===== config.mk =====
export PLATFORM = sky130hd
export DESIGN_NAME = scm_store_conditional
export DESIGN_NICKNAME = d
export VERILOG_FILES = /design/src/logic/scm_pkg.sv /design/src/logic/scm_link_tracker.sv /design/src/logic/scm_store_conditional.sv
export SDC_FILE = /design/constraint.sdc
export NUM_CORES = 1
export LEC_CHECK = 0
export BUFFER_PORTS_ARGS = -buffer_cell sky130_fd_sc_hd__buf_2
export CORE_AREA = 3 3 156 158
export CTS_BUF_LIST = sky130_fd_sc_hd__clkbuf_16
export CTS_CLUSTER_DIAMETER = 80
export DETAILED_ROUTE_END_ITERATION = 8
export DIE_AREA = 0 0 159 161
export PLACE_DENSITY = 0.65
export SLEW_MARGIN = 20
export SYNTH_ARGS = -nofsm -noshare
export SYNTH_HDL_FRONTEND = slang
export SYNTH_SLANG_ARGS = --single-unit

===== constraint.sdc =====
create_clock -name clock_i -period 4.3 [get_ports clock_i]
set_clock_uncertainty 0.05 [all_clocks]
set_input_delay 0.215 -clock clock_i [delete_from_list [all_inputs] [get_ports clock_i]]
set_output_delay 0.215 -clock clock_i [all_outputs]
set_load 0.01 [all_outputs]

===== src/logic/scm_pkg.sv =====
// package for the store-conditional monitor
// assumes a 32-bit core with word-aligned linked accesses
package scm_pkg;

    localparam int unsigned SCM_XLEN = 32;
    localparam int unsigned SCM_OFFW = 16;
    localparam int unsigned SCM_BLOCK_LSB = 4;     // tracked block 16 bytes
    localparam int unsigned SCM_REGION_LSB = 11;   // 2048-byte code region
    localparam logic [1:0] SCM_ALIGN_MASK = 2'h3;
    localparam logic [31:0] SCM_RESULT_OK = 32'h0000_0001;
    localparam logic [31:0] SCM_RESULT_FAIL = 32'h0000_0000;

    // memory access class of an access
    typedef enum logic [2:0] {
        SCM_CCA_COHERENT = 3'h1,
        SCM_CCA_NONCOH = 3'h2,
        SCM_CCA_UNCACHED = 3'h4
    } scm_cca_e;

    // one store-conditional issued by the pipeline
    typedef struct packed {
        logic [31:0] base;
        logic [15:0] offset;
        logic [31:0] data;
        logic [31:0] paddr;
        scm_cca_e cca;
        logic accel;
        logic [31:0] pc;
    } scm_sc_req_s;

    // a memory event seen on the core or the fabric
    typedef struct packed {
        logic valid;
        logic is_store;
        logic is_prefetch;
        logic is_cacheop;
        logic remote;
        scm_cca_e cca;
        logic [31:0] paddr;
    } scm_mem_evt_s;

    // word-aligned address
    function automatic logic [31:0] scm_word(input logic [31:0] a);
        return {a[31:2], 2'h0};
    endfunction : scm_word

    // same tracked block
    function automatic logic scm_same_block(input logic [31:0] a,
                                            input logic [31:0] b);
        return a[31:SCM_BLOCK_LSB] == b[31:SCM_BLOCK_LSB];
    endfunction : scm_same_block

endpackage : scm_pkg


===== src/logic/scm_link_tracker.sv =====
// link flag and recorded address for the linked pair
// assumes events arrive one per cycle, synchronous to clock_i
`timescale 1ns/100ps
module scm_link_tracker
    import scm_pkg::*;
(
    // clock and reset
    input wire logic clock_i,
    input wire logic rst_i,
    // set and break
    input wire logic set_i,
    input wire logic [31:0] addr_i,
    input wire logic uncached_i,
    input wire logic break_i,
    // state
    output logic link_o,
    output logic [31:0] addr_o,
    output logic uncached_o
);
    logic link_q;
    logic [31:0] addr_q;
    logic unc_q;

    // ***************************************
    // link flag: a new link wins over a break
    // ***************************************
    always_ff @(posedge clock_i or posedge rst_i) begin
        if (rst_i) begin
            link_q <= 1'b0;
        end else if (set_i) begin
            link_q <= 1'b1;                 // [RULE_20]
        end else if (break_i) begin
            link_q <= 1'b0;                 // [RULE_20]
        end
    end

    // recorded address and class
    always_ff @(posedge clock_i or posedge rst_i) begin
        if (rst_i) begin
            addr_q <= 32'h0000_0000;
            unc_q <= 1'b0;
        end else if (set_i) begin
            addr_q <= scm_word(addr_i);
            unc_q <= uncached_i;
        end
    end

    assign link_o = link_q;
    assign addr_o = addr_q;
    assign uncached_o = unc_q;
endmodule : scm_link_tracker


===== src/logic/scm_store_conditional.sv =====
// store-conditional execution and link-break monitoring
// assumes the pipeline holds sc_req until sc_ack and the memory side
// answers each forwarded store within its own time
// also assumes pc_i follows the retiring instruction stream
// a single link is tracked; a second load-linked replaces the first
`timescale 1ns/100ps
// Functional notes
// RULE_01 - intact link stores word, result one
// RULE_02 - broken link: no store, result zero
// RULE_03 - remote coherent store to block breaks
// RULE_04 - strict mode: own store breaks link
// RULE_05 - exception return breaks, keep-link variant not
// RULE_06 - aligned address must match linked address
// RULE_07 - strict mode: own load keeps link
// RULE_08 - other-block access, prefetch may break
// RULE_09 - cache operations may break link
// RULE_10 - strict mode gives defined outcome always
// RULE_11 - uncached pair needs synchronizable address
// RULE_12 - uncached: local fail only, monitor decides
// RULE_13 - own uncached store to address breaks
// RULE_14 - monitor may fail on remote stores
// RULE_15 - pause after uncached link is no-op
// RULE_16 - accelerated store closes matching gathering
// RULE_17 - low address bits nonzero: address error
// RULE_18 - address is base plus signed offset
// RULE_19 - multiprocessor atomicity needs coherent accesses
// RULE_20 - one link flag and recorded address
module scm_store_conditional
    import scm_pkg::*;
(
    // clock and reset
    input wire logic clock_i,
    input wire logic rst_i,
    // configuration
    input wire logic strict_link_break_cfg_i,
    input wire logic uncached_linked_support_cfg_i,
    // pipeline events
    input wire logic load_linked_i,
    input wire logic [31:0] load_linked_paddr_i,
    input wire scm_cca_e load_linked_cca_i,
    input wire logic exception_return_i,
    input wire logic exception_return_keep_link_i,
    input wire logic pause_i,
    input wire logic [31:0] pc_i,
    input wire scm_mem_evt_s mem_evt_i,
    // store-conditional request
    input wire logic sc_valid_i,
    input wire scm_sc_req_s sc_req_i,
    output logic sc_ack_o,
    output logic [31:0] source_result_register_o,
    output logic addr_error_o,
    output logic bus_error_o,
    output logic pause_nop_o,
    // store to memory
    output logic mem_wr_valid_o,
    output logic [31:0] mem_wr_addr_o,
    output logic [31:0] mem_wr_data_o,
    output logic mem_wr_monitored_o,
    output logic gather_close_o,
    input wire logic [31:0] gather_addr_i,
    input wire logic gather_active_i,
    // uncached monitor answer
    input wire logic monitor_done_i,
    input wire logic monitor_ok_i,
    input wire logic monitor_bus_error_i
);
    // ***************************************
    // state and internal signals
    // ***************************************
    // states: idle, waiting on the external monitor, and the
    // one-cycle turnaround after an answer, in which new requests
    // are ignored so the pipeline sees a clean acknowledge pulse
    typedef enum logic [2:0] {
        SCM_IDLE = 3'h1,
        SCM_WAIT_MON = 3'h2,
        SCM_DONE = 3'h4
    } scm_state_e;

    // sequence state
    scm_state_e state_q;
    // link state from the tracker and this cycle's decode
    logic link;
    logic unc_link;
    logic [31:0] link_addr;
    logic brk;
    logic [31:0] ea;
    logic ll_unc;
    // code-region tracking
    logic [31:0] region_pc_q;
    logic region_bad_q;
    // answer to the pipeline
    logic [31:0] result_q;
    logic ack_q;
    logic aerr_q;
    logic berr_q;
    // store towards memory
    logic wr_q;
    logic mon_q;
    logic [31:0] wr_addr_q;
    logic [31:0] wr_data_q;
    logic gclose_q;
    // local pass decision
    logic go_ok;

    // address error test, shared by the control, result and write paths
    // so all three agree on which requests are refused
    function automatic logic scm_misaligned(input logic [31:0] a);
        return (a[1:0] & SCM_ALIGN_MASK) != 2'h0;
    endfunction : scm_misaligned

    // ***************************************
    // address and link-break decode
    // ***************************************
    // effective address from base and sign-extended offset
    // only its low two bits are used here; matching uses paddr
    assign ea = sc_req_i.base +
        {{(SCM_XLEN - SCM_OFFW){sc_req_i.offset[SCM_OFFW-1]}},
         sc_req_i.offset};                  // [RULE_18]
    // class of the load-linked decides whether the pair is uncached
    assign ll_unc = (load_linked_cca_i == SCM_CCA_UNCACHED);

    // any break event; loads to the block never break, in either mode,
    // which keeps the strict behaviour and is allowed otherwise
    // the decode is combinational so an event in the same cycle as the
    // store-conditional already fails it; the cost is one more level
    // of logic in front of the write enable
    always_comb begin
        brk = 1'b0;
        if (exception_return_i && !exception_return_keep_link_i) begin
            brk = 1'b1;                     // [RULE_05]
        end
        if (mem_evt_i.valid) begin
            if (mem_evt_i.remote && mem_evt_i.is_store &&
                mem_evt_i.cca == SCM_CCA_COHERENT &&
                scm_same_block(mem_evt_i.paddr, link_addr)) begin
                brk = 1'b1;                 // [RULE_03] [RULE_19]
            end
            if (!mem_evt_i.remote && mem_evt_i.is_store &&
                scm_same_block(mem_evt_i.paddr, link_addr)) begin
                brk = 1'b1;                 // [RULE_04] [RULE_08] [RULE_13]
            end
            if (!mem_evt_i.remote && mem_evt_i.is_prefetch) begin
                brk = 1'b1;                 // [RULE_08]
            end
            if (mem_evt_i.is_cacheop &&
                (!mem_evt_i.remote ||
                 mem_evt_i.cca == SCM_CCA_COHERENT)) begin
                brk = 1'b1;                 // [RULE_09]
            end
        end
    end

    // link state
    // the tracker keeps the flag and the word address; a new
    // load-linked wins over a break in the same cycle
    scm_link_tracker u_link (
        .clock_i(clock_i),
        .rst_i(rst_i),
        .set_i(load_linked_i),
        .addr_i(load_linked_paddr_i),
        .uncached_i(ll_unc),
        .break_i(brk),
        .link_o(link),
        .addr_o(link_addr),
        .uncached_o(unc_link)
    );                                      // [RULE_07] [RULE_20]

    // ***************************************
    // code-region check
    // ***************************************
    // a sequence leaving the 2048-byte region fails, which is permitted
    // limitation: the region is anchored at the load-linked, not a
    // sliding window, so a short unaligned sequence may still fail
    always_ff @(posedge clock_i or posedge rst_i) begin
        if (rst_i) begin
            region_pc_q <= 32'h0000_0000;
            region_bad_q <= 1'b0;
        end else if (load_linked_i) begin
            region_pc_q <= pc_i;
            region_bad_q <= 1'b0;
        end else if (pc_i[31:SCM_REGION_LSB] !=
                     region_pc_q[31:SCM_REGION_LSB]) begin
            region_bad_q <= 1'b1;           // [RULE_08]
        end
    end

    // local pass: link held, address match, legal class, region kept
    // an uncached link never pairs with a cached store-conditional,
    // and uncached pairs need the support bit as well
    assign go_ok = link && !brk && !region_bad_q &&
        scm_word(sc_req_i.paddr) == link_addr &&                // [RULE_06]
        (unc_link == (sc_req_i.cca == SCM_CCA_UNCACHED)) &&     // [RULE_11]
        (!unc_link || uncached_linked_support_cfg_i);           // [RULE_10]

    // ***************************************
    // sequence control
    // ***************************************
    // one request at a time; only an uncached pass waits for the monitor
    always_ff @(posedge clock_i or posedge rst_i) begin
        if (rst_i) begin
            state_q <= SCM_IDLE;
        end else begin
            unique case (state_q)
                SCM_IDLE: begin
                    if (sc_valid_i && !scm_misaligned(ea) && go_ok &&
                        unc_link) begin
                        state_q <= SCM_WAIT_MON;    // [RULE_12]
                    end else if (sc_valid_i) begin
                        state_q <= SCM_DONE;
                    end
                end
                // no timeout: every forwarded store gets an answer
                SCM_WAIT_MON: begin
                    if (monitor_done_i) begin
                        state_q <= SCM_DONE;
                    end
                end
                SCM_DONE: begin
                    // turnaround cycle; sc_valid_i is ignored here
                    state_q <= SCM_IDLE;
                end
                default: state_q <= SCM_IDLE;
            endcase
        end
    end

    // result, acknowledge and exceptions
    // error and acknowledge are pulses; the result word holds until
    // the next request, like the register that it stands for
    always_ff @(posedge clock_i or posedge rst_i) begin
        if (rst_i) begin
            result_q <= SCM_RESULT_FAIL;
            ack_q <= 1'b0;
            aerr_q <= 1'b0;
            berr_q <= 1'b0;
        end else begin
            ack_q <= 1'b0;
            aerr_q <= 1'b0;
            berr_q <= 1'b0;
            if (state_q == SCM_IDLE && sc_valid_i) begin
                if (scm_misaligned(ea)) begin
                    aerr_q <= 1'b1;                 // [RULE_17]
                    ack_q <= 1'b1;
                end else if (!(go_ok && unc_link)) begin
                    // cached, or any local fail: outcome is final; defined in both modes
                    result_q <= go_ok ? SCM_RESULT_OK
                                      : SCM_RESULT_FAIL; // [RULE_01] [RULE_02]
                    ack_q <= 1'b1;
                end
            end else if (state_q == SCM_WAIT_MON && monitor_done_i) begin
                // the monitor alone grants uncached success
                result_q <= (monitor_ok_i && !monitor_bus_error_i)
                    ? SCM_RESULT_OK : SCM_RESULT_FAIL;  // [RULE_12] [RULE_14]
                berr_q <= monitor_bus_error_i;          // [RULE_11]
                ack_q <= 1'b1;
            end
        end
    end

    // ***************************************
    // memory write path
    // ***************************************
    // the monitored flag routes the store to the external monitor
    // instead of completing it; address and data hold after the pulse
    // so a slow consumer can still read them
    always_ff @(posedge clock_i or posedge rst_i) begin
        if (rst_i) begin
            wr_q <= 1'b0;
            mon_q <= 1'b0;
            wr_addr_q <= 32'h0000_0000;
            wr_data_q <= 32'h0000_0000;
            gclose_q <= 1'b0;
        end else begin
            wr_q <= 1'b0;
            gclose_q <= 1'b0;
            if (state_q == SCM_IDLE && sc_valid_i && !scm_misaligned(ea) &&
                go_ok) begin
                wr_q <= 1'b1;                       // [RULE_01]
                mon_q <= unc_link;                  // [RULE_12]
                wr_addr_q <= scm_word(sc_req_i.paddr);
                wr_data_q <= sc_req_i.data;
                // never gathered; flush a gather at the same word
                gclose_q <= sc_req_i.accel && gather_active_i &&
                    scm_word(gather_addr_i) ==
                    scm_word(sc_req_i.paddr);       // [RULE_16]
            end
        end
    end

    // ***************************************
    // outputs
    // ***************************************
    // pause after uncached link retires as a no-op
    assign pause_nop_o = pause_i && link && unc_link; // [RULE_15]

    // registered outputs straight from their flops
    assign sc_ack_o = ack_q;
    assign source_result_register_o = result_q;
    assign addr_error_o = aerr_q;
    assign bus_error_o = berr_q;
    assign mem_wr_valid_o = wr_q;
    assign mem_wr_addr_o = wr_addr_q;
    assign mem_wr_data_o = wr_data_q;
    assign mem_wr_monitored_o = mon_q;
    assign gather_close_o = gclose_q;
endmodule : scm_store_conditional


## Word-level counts from Yosys, hierarchy flattened

Index checks and enable logic that the tools add are counted.

- Register bits: 168
- Bits in latches: 0
- RAM bits: 0
- ROM bits: 0
- Input port bits: 300
- Output and inout bits: 103
- Word-level logic and storage cells: 101
- Memories kept: 0

- $add $sub $neg: 1
- Multipliers: 0
- Divide/modulo/power cells: 0
- Order comparisons: 0
- Equal/unequal tests: 14
- Shift operators: 0
- Muxes and demuxes: 30
- Bitwise gates (word level): 0
- Reductions and logical operators: 41

Operators with widths:

| cell | number |
|---|---|
| 32-bit two-way mux | 4 |
| 30-bit == test | 2 |
| 28-bit == test | 1 |
| 1-bit logical AND | 26 |
| 1-bit two-way mux | 22 |
| 21-bit inequality test | 1 |
| 3-bit two-way mux | 3 |
| 2-bit nonzero test | 4 |
| 1-bit zero test | 7 |
| 3-bit by 1-bit == test with 1-bit output (second input constant) | 2 |
| 3-bit == test (second input constant) | 2 |
| 2-bit inequality test (second input constant) | 3 |
| 3-bit case mux with 2 select lines | 1 |
| 3-bit by 2-bit == test with 1-bit output (second input constant) | 1 |
| 3-bit inequality test (second input constant) | 1 |
| 3-bit AND reduction | 1 |
| 2-bit adder | 1 |
| 1-bit logical OR | 2 |
| 2-bit AND reduction | 1 |
| 1-bit == test | 1 |

## Depth between registers and ports, before layout

Gate-level depths: netlist of run 1.

- Depth in word-level cells: 18
- Mapped depth: 7
- Gate-level depth less buffers: 7

## Cells and area by module

Synthesis of run 1 repeated with hierarchy kept, for this count alone.

- Cell total of the unflattened synthesis: 500
- Area total of the unflattened synthesis: 6,877.8 um2

Modules (own cells, without submodules):

| module | times used | cells each | area an instance (um2) | seq. area each (um2) |
|---|---|---|---|---|
| scm_store_conditional | 1 | 427 | 5,514.0 | 2,353.5 |
| scm_link_tracker | 1 | 73 | 1,363.8 | 800.8 |

## Worst setup path before layout of run 1

OpenSTA, ideal clock, no wires.

- Kind: register -> register
- Start: register u_link.addr_q[16], in the netlist u_link.addr_o[16]
- End: register wr_addr_q[2], in the netlist mem_wr_addr_o[2]
- Library setup time: 125 ps
- Arrival: 1,955 ps
- Data required time: 4,125 ps
- Slack: 2,170 ps
- Stages on the path, launching flop included: 8
- Path buffers: 1
- Clock period less this slack: 2,130 ps
- Path through: dfrtp_1 > xor2_1 > nor4_1 > nand4_1 > nor3_2 > nand4_4 > buf_6 > mux2_4

- Longest elaborated chain between the ends: 14
- Elaborated cells between the ends (all ways): 16
- Those cells by class: eq/ne (2); mux (5); reduce/logical (9)

Ends and longest elaborated chain:

| element | line | text |
|---|---|---|
| from (decl) | scm_link_tracker.sv:21 | `logic [31:0] addr_q;` |
| from (signal assigned) | scm_link_tracker.sv:43 | `addr_q <= scm_word(addr_i);` |
| 28-bit == test | scm_pkg.sv:50 | `return a[31:SCM_BLOCK_LSB] == b[31:SCM_BLOCK_LSB];` |
| 1-bit logical AND | scm_store_conditional.sv:134 | `mem_evt_i.cca == SCM_CCA_COHERENT &&` |
| 1-bit two-way mux | scm_store_conditional.sv:133 | `if (mem_evt_i.remote && mem_evt_i.is_store &&` |
| 1-bit two-way mux | scm_store_conditional.sv:138 | `if (!mem_evt_i.remote && mem_evt_i.is_store &&` |
| 1-bit two-way mux | scm_store_conditional.sv:142 | `if (!mem_evt_i.remote && mem_evt_i.is_prefetch) begin` |
| 1-bit two-way mux | scm_store_conditional.sv:145 | `if (mem_evt_i.is_cacheop &&` |
| 1-bit two-way mux | scm_store_conditional.sv:132 | `if (mem_evt_i.valid) begin` |
| 1-bit zero test | scm_store_conditional.sv:190 | `assign go_ok = link && !brk && !region_bad_q &&` |
| 1-bit logical AND (2 in a row) | scm_store_conditional.sv:190 |  |
| 1-bit logical AND (*) | scm_store_conditional.sv:190 |  |
| 1-bit logical AND (*) | scm_store_conditional.sv:191 | `scm_word(sc_req_i.paddr) == link_addr &&` |
| 1-bit logical AND (*) | scm_store_conditional.sv:192 | `(unc_link == (sc_req_i.cca == SCM_CCA_UNCACHED)) &&` |
| 1-bit logical AND (*) | scm_store_conditional.sv:276 | `if (state_q == SCM_IDLE && sc_valid_i && !scm_misaligned(ea) &&` |
| to (signal assigned) | scm_store_conditional.sv:280 | `wr_addr_q <= scm_word(sc_req_i.paddr);` |
| to (decl) | scm_store_conditional.sv:99 | `logic [31:0] wr_addr_q;` |

Mark *: on every way between the ends. The rest lies on a longest branch, timed or not.
A chain may end at the register's enable or synchronous reset.

## Final worst setup path of run 1

- Start: register u_link.addr_q[25], in the netlist u_link.addr_o[25]
- End: register wr_data_q[26], in the netlist mem_wr_data_o[26]

- Longest elaborated chain between the ends: 14
- Elaborated cells between the ends (all ways): 16
- Those cells by class: eq/ne (2); mux (5); reduce/logical (9)

Ends and longest elaborated chain:

| element | line | text |
|---|---|---|
| 28-bit == test | scm_pkg.sv:50 |  |
| 1-bit logical AND | scm_store_conditional.sv:134 |  |
| 1-bit two-way mux | scm_store_conditional.sv:133 |  |
| 1-bit two-way mux | scm_store_conditional.sv:138 |  |
| 1-bit two-way mux | scm_store_conditional.sv:142 |  |
| 1-bit two-way mux | scm_store_conditional.sv:145 |  |
| 1-bit two-way mux | scm_store_conditional.sv:132 |  |
| 1-bit zero test | scm_store_conditional.sv:190 |  |
| 1-bit logical AND (2 in a row) | scm_store_conditional.sv:190 |  |
| 1-bit logical AND (*) | scm_store_conditional.sv:190 |  |
| 1-bit logical AND (*) | scm_store_conditional.sv:191 |  |
| 1-bit logical AND (*) | scm_store_conditional.sv:192 |  |
| 1-bit logical AND (*) | scm_store_conditional.sv:276 |  |
| to (signal assigned) | scm_store_conditional.sv:281 | `wr_data_q <= sc_req_i.data;` |
| to (decl) | scm_store_conditional.sv:100 | `logic [31:0] wr_data_q;` |

Marks and branches as above.

==> flow_metrics.env, run 1 <==
export IMPL_timing_critical_path_cells="xor2_1 > nor4_1 > nand4_1 > nor3_2 > nand4_4 > buf_4 > mux2_4"
export IMPL_final_design_area_no_fill_mm2=0.009275
export IMPL_cp_num_buf_inv=1
export IMPL_crit_path_end_kind="register"
export IMPL_multi_input_area_mm2=0.002954
export IMPL_htree_num_levels=4
export IMPL_io_pins=403
export IMPL_layout_area_seq_mm2=0.003154
export IMPL_rsz0062_at_grt="no"
export IMPL_drtAntennaViolNets=0
export IMPL_critPathSlowestCell="sky130_fd_sc_hd__nor4_1"
export IMPL_yosys_warnings=0
export IMPL_design_final_nets=1138
export IMPL_layout_overhead_on_the_synthesized_area_pct=46.10
export IMPL_totalNegativeSetupSlack_ps=0
export IMPL_pin_count_of_the_biggest_net_entering_global_routing=86
export IMPL_avgRoutedWirePerCell_um=17.14
export IMPL_placement_cell_area_mm2=0.007934
export IMPL_die_area_mm2=0.02560
export IMPL_critPathLaunchType="register"
export IMPL_cts_tree="yes"
export IMPL_power_ir_vdd_worst_mv=0.2322
export IMPL_drt_iter0_drc=135
export IMPL_synth_area_leader_cell="sky130_fd_sc_hd__dfrtp_1"
export IMPL_fmaxAchievable_mhz=339.0
export IMPL_netlist_area_leader_share_pct=49.27
export IMPL_gpl_final_weighted_congestion=0.8499
export IMPL_detail_route_first_pass_iterations=4
export IMPL_timing_hold_violations_final=0
export IMPL_layout_drive_gt1_share_pct=50.35
export IMPL_dieWidth_um=159
export IMPL_tightestPinTransition_ps=833.4
export IMPL_yosys_register_bits=126
export IMPL_path_clk_slew_ps=60
export IMPL_largest_buffer_count_on_any_clock_path=2
export IMPL_portBuffers=271
export IMPL_cts_resized_gates=0
export IMPL_worst_path_max_fanout=21
export IMPL_via_count=4883
export IMPL_critPathMaxStageDelay_ps=480
export IMPL_synth_cell_types=36
export IMPL_routed_wirelength_um=20050
export IMPL_result_of_the_run="finished, final reports clean"
export IMPL_power_per_cell_area_mw_per_mm2=347.4
export IMPL_cts_buffers_inserted=17
export IMPL_cts_sink_count=126
export IMPL_global_route_overflow_total=0
export IMPL_clk_root_buffer_cell="sky130_fd_sc_hd__clkbuf_16"
export IMPL_post_synth_cell_area_avg_um2=13.17
export IMPL_worst_min_delay_path_class="in -> reg"
export IMPL_initial_utilization_pct=27.29
export IMPL_gr_usage_all_layers_pct=15.52
export IMPL_remaining_drc_errors=0
export IMPL_synth_top_cells_by_area="sky130_fd_sc_hd__dfrtp_1, sky130_fd_sc_hd__mux2_2, sky130_fd_sc_hd__xnor2_1"
export IMPL_timing_final_crit_share_pct=68.60
export IMPL_finalSetupViolCount=0
export IMPL_max_slew_margin_rel_pct=44.44
export IMPL_clock_latency_ps=410
export IMPL_drt_vias_per_instance=4.174
export IMPL_height_of_the_die_um=161
export IMPL_final_period_minus_worst_setup_slack_ps=2950
export IMPL_synth_seq_area_share_pct=49.68
export IMPL_grt_pass1_wl_um=30150
export IMPL_post_dp_hpwl_um=15080
export IMPL_timing_max_cap_violations=0
export IMPL_syn_area_mm2=0.006349
export IMPL_drv_slew=0
export IMPL_cp_arrival_ps=3190
export IMPL_first_global_vias=5168
export IMPL_worst_path_dominant_cell_family="simple AND/OR/NAND/NOR gates"
export IMPL_grt_antenna_before_repair=1
export IMPL_core_area_mm2=0.02326
export IMPL_power_leakage_nw=4.651
export IMPL_row_count=56
export IMPL_syn_inst=482
export IMPL_critical_path_required_ps=4540
export IMPL_filler_cell_count=2247
export IMPL_setup_worst_path_class="reg -> reg"
==> per-layer routing <==
layer / up-vias / share of wire [%] / track usage, %
met2: 189 / 49 / 25.70
li1: 2338 / - / -
met3: 23 / 5.6 / 3.770
met4: 0 / 2.5 / 5.969
met1: 2333 / 43 / 19.70
met5: - / 0 / 0
==> area by class of cell <==
cell class / instances / share of cell area [%]
multi-input combinational: 337 / 31.85
inverter: 6 / 0.2968
sequential: 126 / 34.01
clock buffer: 17 / 4.587
tap: 319 / 4.303
timing repair buffer: 349 / 23.07
clock inverter: 15 / 1.862
antenna: 1 / 0.02698
==> synth_stat cells (all sizes together) <==
library cell    n
mux2          115
inv             6
xnor2          72
buf            39
nand2b          1
nor3            5
nor3b           3
nand4          20
dfrtp         125
xnor3           1
or4bb           1
nand3           4
ha              1
o221a           1
and3            4
conb            1
nor2            6
nand2           4
dfstp           1
clkbuf          6
a21o            1
and4            1
nor4           12
o21ai           4
a21oi           5
o32a            2
nor4bb          1
nand4bb         1
xor2           37
or2b            1
a31o            1
==> power breakdown <==
part	switching, mW	internal [mW]
logic	0.200	0.250
registers	0.0492	1.24
clock network	0.572	0.911
total	0.821	2.40
==> metrics by stage <==
| stage | util [%] | power (mW) | worst slack [ps] | cells | hold slack (ps) |
|---|---|---|---|---|---|
| 3_3_place_gp | 34.11 | 1.706 | 1275 | 1063 | 391.0 |
| 2_1_floorplan | - | 1.549 | 680.7 | 514 | 313.5 |
| 6_report | 39.87 | 3.223 | 1350 | 1170 | 20.15 |
| 5_1_grt | 39.87 | 3.376 | 1141 | 1170 | 0.1152 |
| 4_1_cts | 39.86 | 3.274 | 1269 | 1169 | 0.7441 |
| 3_5_place_dp | 34.11 | 1.712 | 1273 | 1063 | 390.9 |
==> flip-flops by register name, summed over array words and instances (netlist names), 3 cells and up <==
name and cells:
u_link.addr_o 30, state_q 3, mem_wr_data_o 32, region_pc_q 21, mem_wr_addr_o 30
==> worst register-to-register path, delay by kind of cell, from the launching register on <==
family	cells	cell delay, ps
simple gates	4	1450
flops	1	450
buf+inv	1	350
mux	1	340
xor+xnor	1	190
==> path summary, 6_finish.rpt <==
kind                       cells past startpoint              start                end  slack (ps)
setup / recovery                               7  u_link.addr_o[25]  mem_wr_data_o[26]        1350
hold / removal                                 2           pc_i[13]    region_pc_q[13]          20
setup reg to reg                               7  u_link.addr_o[25]  mem_wr_data_o[26]        1350
hold reg to reg                                1  mem_wr_data_o[16]  mem_wr_data_o[16]         450
max in group asynchronous                      4              rst_i   u_link.addr_o[8]        2590
min in group asynchronous                      3              rst_i    region_pc_q[24]         470
==> placed cells by master (no fill, tap or decap), types with 6 or more instances in the layout <==
cell                            instances
sky130_fd_sc_hd__nor4_1                12
sky130_fd_sc_hd__dfrtp_1              125
sky130_fd_sc_hd__dlygate4sd3_1         74
sky130_fd_sc_hd__buf_2                271
sky130_fd_sc_hd__mux2_4                12
sky130_fd_sc_hd__conb_1                33
sky130_fd_sc_hd__xnor2_1               72
sky130_fd_sc_hd__xor2_1                37
sky130_fd_sc_hd__clkbuf_16             17
sky130_fd_sc_hd__nand4_1               19
sky130_fd_sc_hd__mux2_2               103
sky130_fd_sc_hd__inv_1                  7
sky130_fd_sc_hd__nor2_1                 6
==> what timing repair did <==
| item | 4_1_cts | 5_1_grt |
|---|---|---|
| endpoints found under the hold margin | 156 | 0 |
| hold buffers | 74 | 0 |
| buffers inserted | 0 | 0 |
==> kinds of logic after synthesis <==
logic type	Yosys count	share of synthesized area, %
flops	126	49.68
mux	115	21.11
xor+xnor	110	15.39
simple gates	64	6.425
buf+inv	51	5.676
compound gates	14	1.458
fa+ha+maj	1	0.1971
other cells	1	0.05907
No activity file was read; power rests on OpenSTA's default activity.
==> run 2, diff against run 1 <==
--- a/config.mk
+++ b/config.mk
@@ -5,13 +5,14 @@
 export SDC_FILE = /design/constraint.sdc
 export NUM_CORES = 1
 export LEC_CHECK = 0
+export ABC_AREA = 1
 export BUFFER_PORTS_ARGS = -buffer_cell sky130_fd_sc_hd__buf_2
 export CORE_AREA = 3 3 156 158
 export CTS_BUF_LIST = sky130_fd_sc_hd__clkbuf_16
 export CTS_CLUSTER_DIAMETER = 80
 export DETAILED_ROUTE_END_ITERATION = 8
 export DIE_AREA = 0 0 159 161
-export PLACE_DENSITY = 0.65
+export PLACE_DENSITY = 0.66
 export SLEW_MARGIN = 20
 export SYNTH_ARGS = -nofsm -noshare
 export SYNTH_HDL_FRONTEND = slang
==> constraint.sdc (replaced) <==
create_clock -name clock_i -period 2.9 [get_ports clock_i]
set_clock_uncertainty 0.05 [all_clocks]
set_input_delay 0.145 -clock clock_i [delete_from_list [all_inputs] [get_ports clock_i]]
set_output_delay 0.145 -clock clock_i [all_outputs]
set_load 0.01 [all_outputs]
==> flow_metrics.env, run 2 <==
export IMPL_routed_wirelength_um=23450
export IMPL_io_pins=403
export IMPL_timing_final_crit_share_pct=89.03
export IMPL_dieWidth_um=159
export IMPL_avgRoutedWirePerCell_um=14.99
export IMPL_post_synth_top_count_cell="sky130_fd_sc_hd__nand2_1"
export IMPL_portBuffers=271
export IMPL_grt_pass1_wl_um=36130
export IMPL_drt_iter0_drc=463
export IMPL_total_switching_power_mw=1.319
export IMPL_post_layout_nonfiller_instances=1564
export IMPL_gpl_final_weighted_congestion=0.8437
export IMPL_grt_antenna_before_repair=4
export IMPL_final_period_minus_worst_setup_slack_ps=2582
export IMPL_seqPwrFrac_pct=40.0
export IMPL_setup_reg_to_reg_worst_slack_ps=320
export IMPL_clk_root_buffer_cell="sky130_fd_sc_hd__clkbuf_16"
export IMPL_die_area_mm2=0.02560
export IMPL_crit_path_end_kind="register"
export IMPL_remaining_drc_errors=0
export IMPL_largest_register_ffs=32
export IMPL_power_ir_vdd_worst_mv=0.3152
export IMPL_cts_post_setup_buffers_inserted=0
export IMPL_pin_count_of_the_biggest_net_entering_global_routing=127
export IMPL_syn_area_mm2=0.006696
export IMPL_rr_endpoint="state_q[1]"
export IMPL_synth_seq_area_share_pct=47.10
export IMPL_core_area_mm2=0.02326
export IMPL_syn_inst=854
export IMPL_power_switching_share_pct=27.59
export IMPL_hold_depth=3
export IMPL_drv_slew=0
export IMPL_detail_route_first_pass_iterations=5
export IMPL_rsz0062_at_grt="no"
export IMPL_result_of_the_run="finished, final reports clean"
export IMPL_cts_buffers_inserted=17
export IMPL_finalSetupViolCount=0
export IMPL_yosys_register_bits=126
export IMPL_totalNegativeSetupSlack_ps=0
export IMPL_worst_path_max_fanout=5
export IMPL_clock_power_share_pct=44.1
export IMPL_commonest_cells_after_routing_fill_and_taps_aside="sky130_fd_sc_hd__nand2_1, sky130_fd_sc_hd__buf_2, sky130_fd_sc_hd__dfrtp_1"
export IMPL_synth_top_cells_by_area="sky130_fd_sc_hd__dfrtp_1, sky130_fd_sc_hd__nand2_1, sky130_fd_sc_hd__xnor2_1"
export IMPL_cp_arrival_ps=2880
export IMPL_initial_utilization_pct=28.79
export IMPL_layout_setup_ws_ps=318.1
export IMPL_timing_max_cap_violations=0
export IMPL_combinationalPowerShare_pct=15.8
export IMPL_synth_common_cells="sky130_fd_sc_hd__nand2_1, sky130_fd_sc_hd__dfrtp_1, sky130_fd_sc_hd__inv_1, sky130_fd_sc_hd__o21ai_0, sky130_fd_sc_hd__nor2_1"
export IMPL_layout_drive_gt1_share_pct=28.00
export IMPL_timing_hold_violations_final=0
export IMPL_reg_to_reg_startpoint="u_link.uncached_o"
export IMPL_tightestPinTransition_ps=710.6
export IMPL_largest_buffer_count_on_any_clock_path=2
export IMPL_mostFrequentLayoutCell="sky130_fd_sc_hd__nand2_1"
export IMPL_gr_usage_all_layers_pct=18.03
export IMPL_path_clk_slew_ps=60
export IMPL_synth_enable_flop_cells=0
export IMPL_worstHoldEndpoint="mem_wr_addr_o[13]"
export IMPL_cts_sink_count=126
export IMPL_drt_vias_per_instance=4.331
export IMPL_critical_path_required_ps=3200
export IMPL_layout_overhead_on_the_synthesized_area_pct=47.50
export IMPL_synth_area_leader_cell="sky130_fd_sc_hd__dfrtp_1"
export IMPL_critPathLaunchType="register"
export IMPL_via_count=6774
export IMPL_yosys_warnings=0
export IMPL_synth_main_ff_cell="sky130_fd_sc_hd__dfrtp_1"
export IMPL_first_global_vias=6682
export IMPL_post_synth_cell_area_avg_um2=7.841
export IMPL_netlist_area_leader_share_pct=46.71
export IMPL_htree_num_levels=4
export IMPL_setup_worst_path_class="reg -> reg"
export IMPL_worstRegToRegCells=9
export IMPL_max_slew_margin_rel_pct=52.63
export IMPL_post_dp_hpwl_um=17180
export IMPL_fmaxAchievable_mhz=387.3
export IMPL_synthArstFlopShare_pct=100.0
export IMPL_power_per_cell_area_mw_per_mm2=484.1
export IMPL_drtAntennaViolNets=0
export IMPL_cts_tree="yes"
export IMPL_synth_cell_types=34
export IMPL_row_count=56
export IMPL_number_of_placed_instances_taps_included=1424
export IMPL_power_leakage_nw=5.454
export IMPL_cts_resized_gates=0
export IMPL_global_route_overflow_total=0
export IMPL_worst_min_delay_path_class="in -> reg"
export IMPL_power_internal_mw=3.462
export IMPL_clock_latency_ps=420
export IMPL_dp_slack_ps=313.2
export IMPL_height_of_the_die_um=161
export IMPL_hold_path_startpoint="sc_req_i[49]"
export IMPL_design_final_nets=1531
==> run 2: worst max-delay path: stages (launching register included) <==
cell and delay (ps):
sky130_fd_sc_hd__dfrtp_1 430, sky130_fd_sc_hd__o21ai_0 450, sky130_fd_sc_hd__buf_4 190, sky130_fd_sc_hd__nand3_1 80, sky130_fd_sc_hd__nor2_2 180, sky130_fd_sc_hd__nand3_1 130, sky130_fd_sc_hd__nor2_2 180, sky130_fd_sc_hd__nand3_1 120
sky130_fd_sc_hd__a21oi_1 140, sky130_fd_sc_hd__dlygate4sd3_1 560
==> run 2: final cells by class <==
cell class,count,area (um2)
fillers,2315,13390
flip-flops and latches,126,3154
multi-input cells,618,2930
repair buffers,382,2492
clock buffers,17,425.4
well taps,319,399.1
inverters,85,322.8
clock inverters,15,147.6
diodes,2,5.005
==> run 2: cell families after synthesis <==
group / Yosys count / share of synthesized area [%]
simple gates: 438 / 25.84
fa+ha+maj: 1 / 0.1868
compound gates: 91 / 8.577
flops: 126 / 47.10
buf+inv: 142 / 11.04
other cells: 1 / 0.05600
xor+xnor: 55 / 7.194
==> run 2: metrics by stage <==
| stage | hold WS [ps] | util (%) | total power [mW] | cell area [um2] |
|---|---|---|---|---|
| final | 18.40 | 42.46 | 4.781 | 9877 |
| after global routing | 6.455 | 42.46 | 5.029 | 9877 |
| after CTS | 1.643 | 42.44 | 4.843 | 9872 |
| after detailed placement | 294.8 | 35.41 | 2.594 | 8238 |
| after global placement | 289.0 | 35.41 | 2.580 | 8238 |
| after floorplan | 204.6 | - | 2.317 | 6820 |
==> run 2: worst max-delay path by stage <==
stage          slack [ps]               end  depth (start not counted)              start
2_1_floorplan        1100  mem_wr_addr_o[9]                         13  u_link.addr_o[10]
3_3_place_gp          350  mem_wr_addr_o[6]                         11  u_link.uncached_o
3_5_place_dp          310  mem_wr_addr_o[6]                         11  u_link.uncached_o
4_1_cts               230        state_q[1]                          9  u_link.uncached_o
5_1_grt               130        state_q[1]                          9  u_link.uncached_o
6_report              320        state_q[1]                          9  u_link.uncached_o
==> run 2: timing repair <==
item,in CTS,in global routing
setup endpoints to repair,0,0
hold endpoints to repair,229,0
hold buffers,106,0
==> run 2: power groups by stage <==
stage | combinational (mW) | clock [mW] | sequential (mW)
4_1_cts | 0.759 | 2.17 | 1.91
6_report | 0.756 | 2.11 | 1.91
2_1_floorplan | 0.387 | 0 | 1.93
3_3_place_gp | 0.638 | 0 | 1.94
5_1_grt | 0.850 | 2.25 | 1.92
3_5_place_dp | 0.648 | 0 | 1.95
==> run 2: layer usage <==
metal / vias up / wire [um] / global-route usage (%)
li1: 3342 / - / -
met1: 3123 / 10540 / 23.73
met2: 267 / 10810 / 29.25
met3: 38 / 1548 / 4.719
met4: 4 / 533 / 5.571
met5: - / 21 / 0
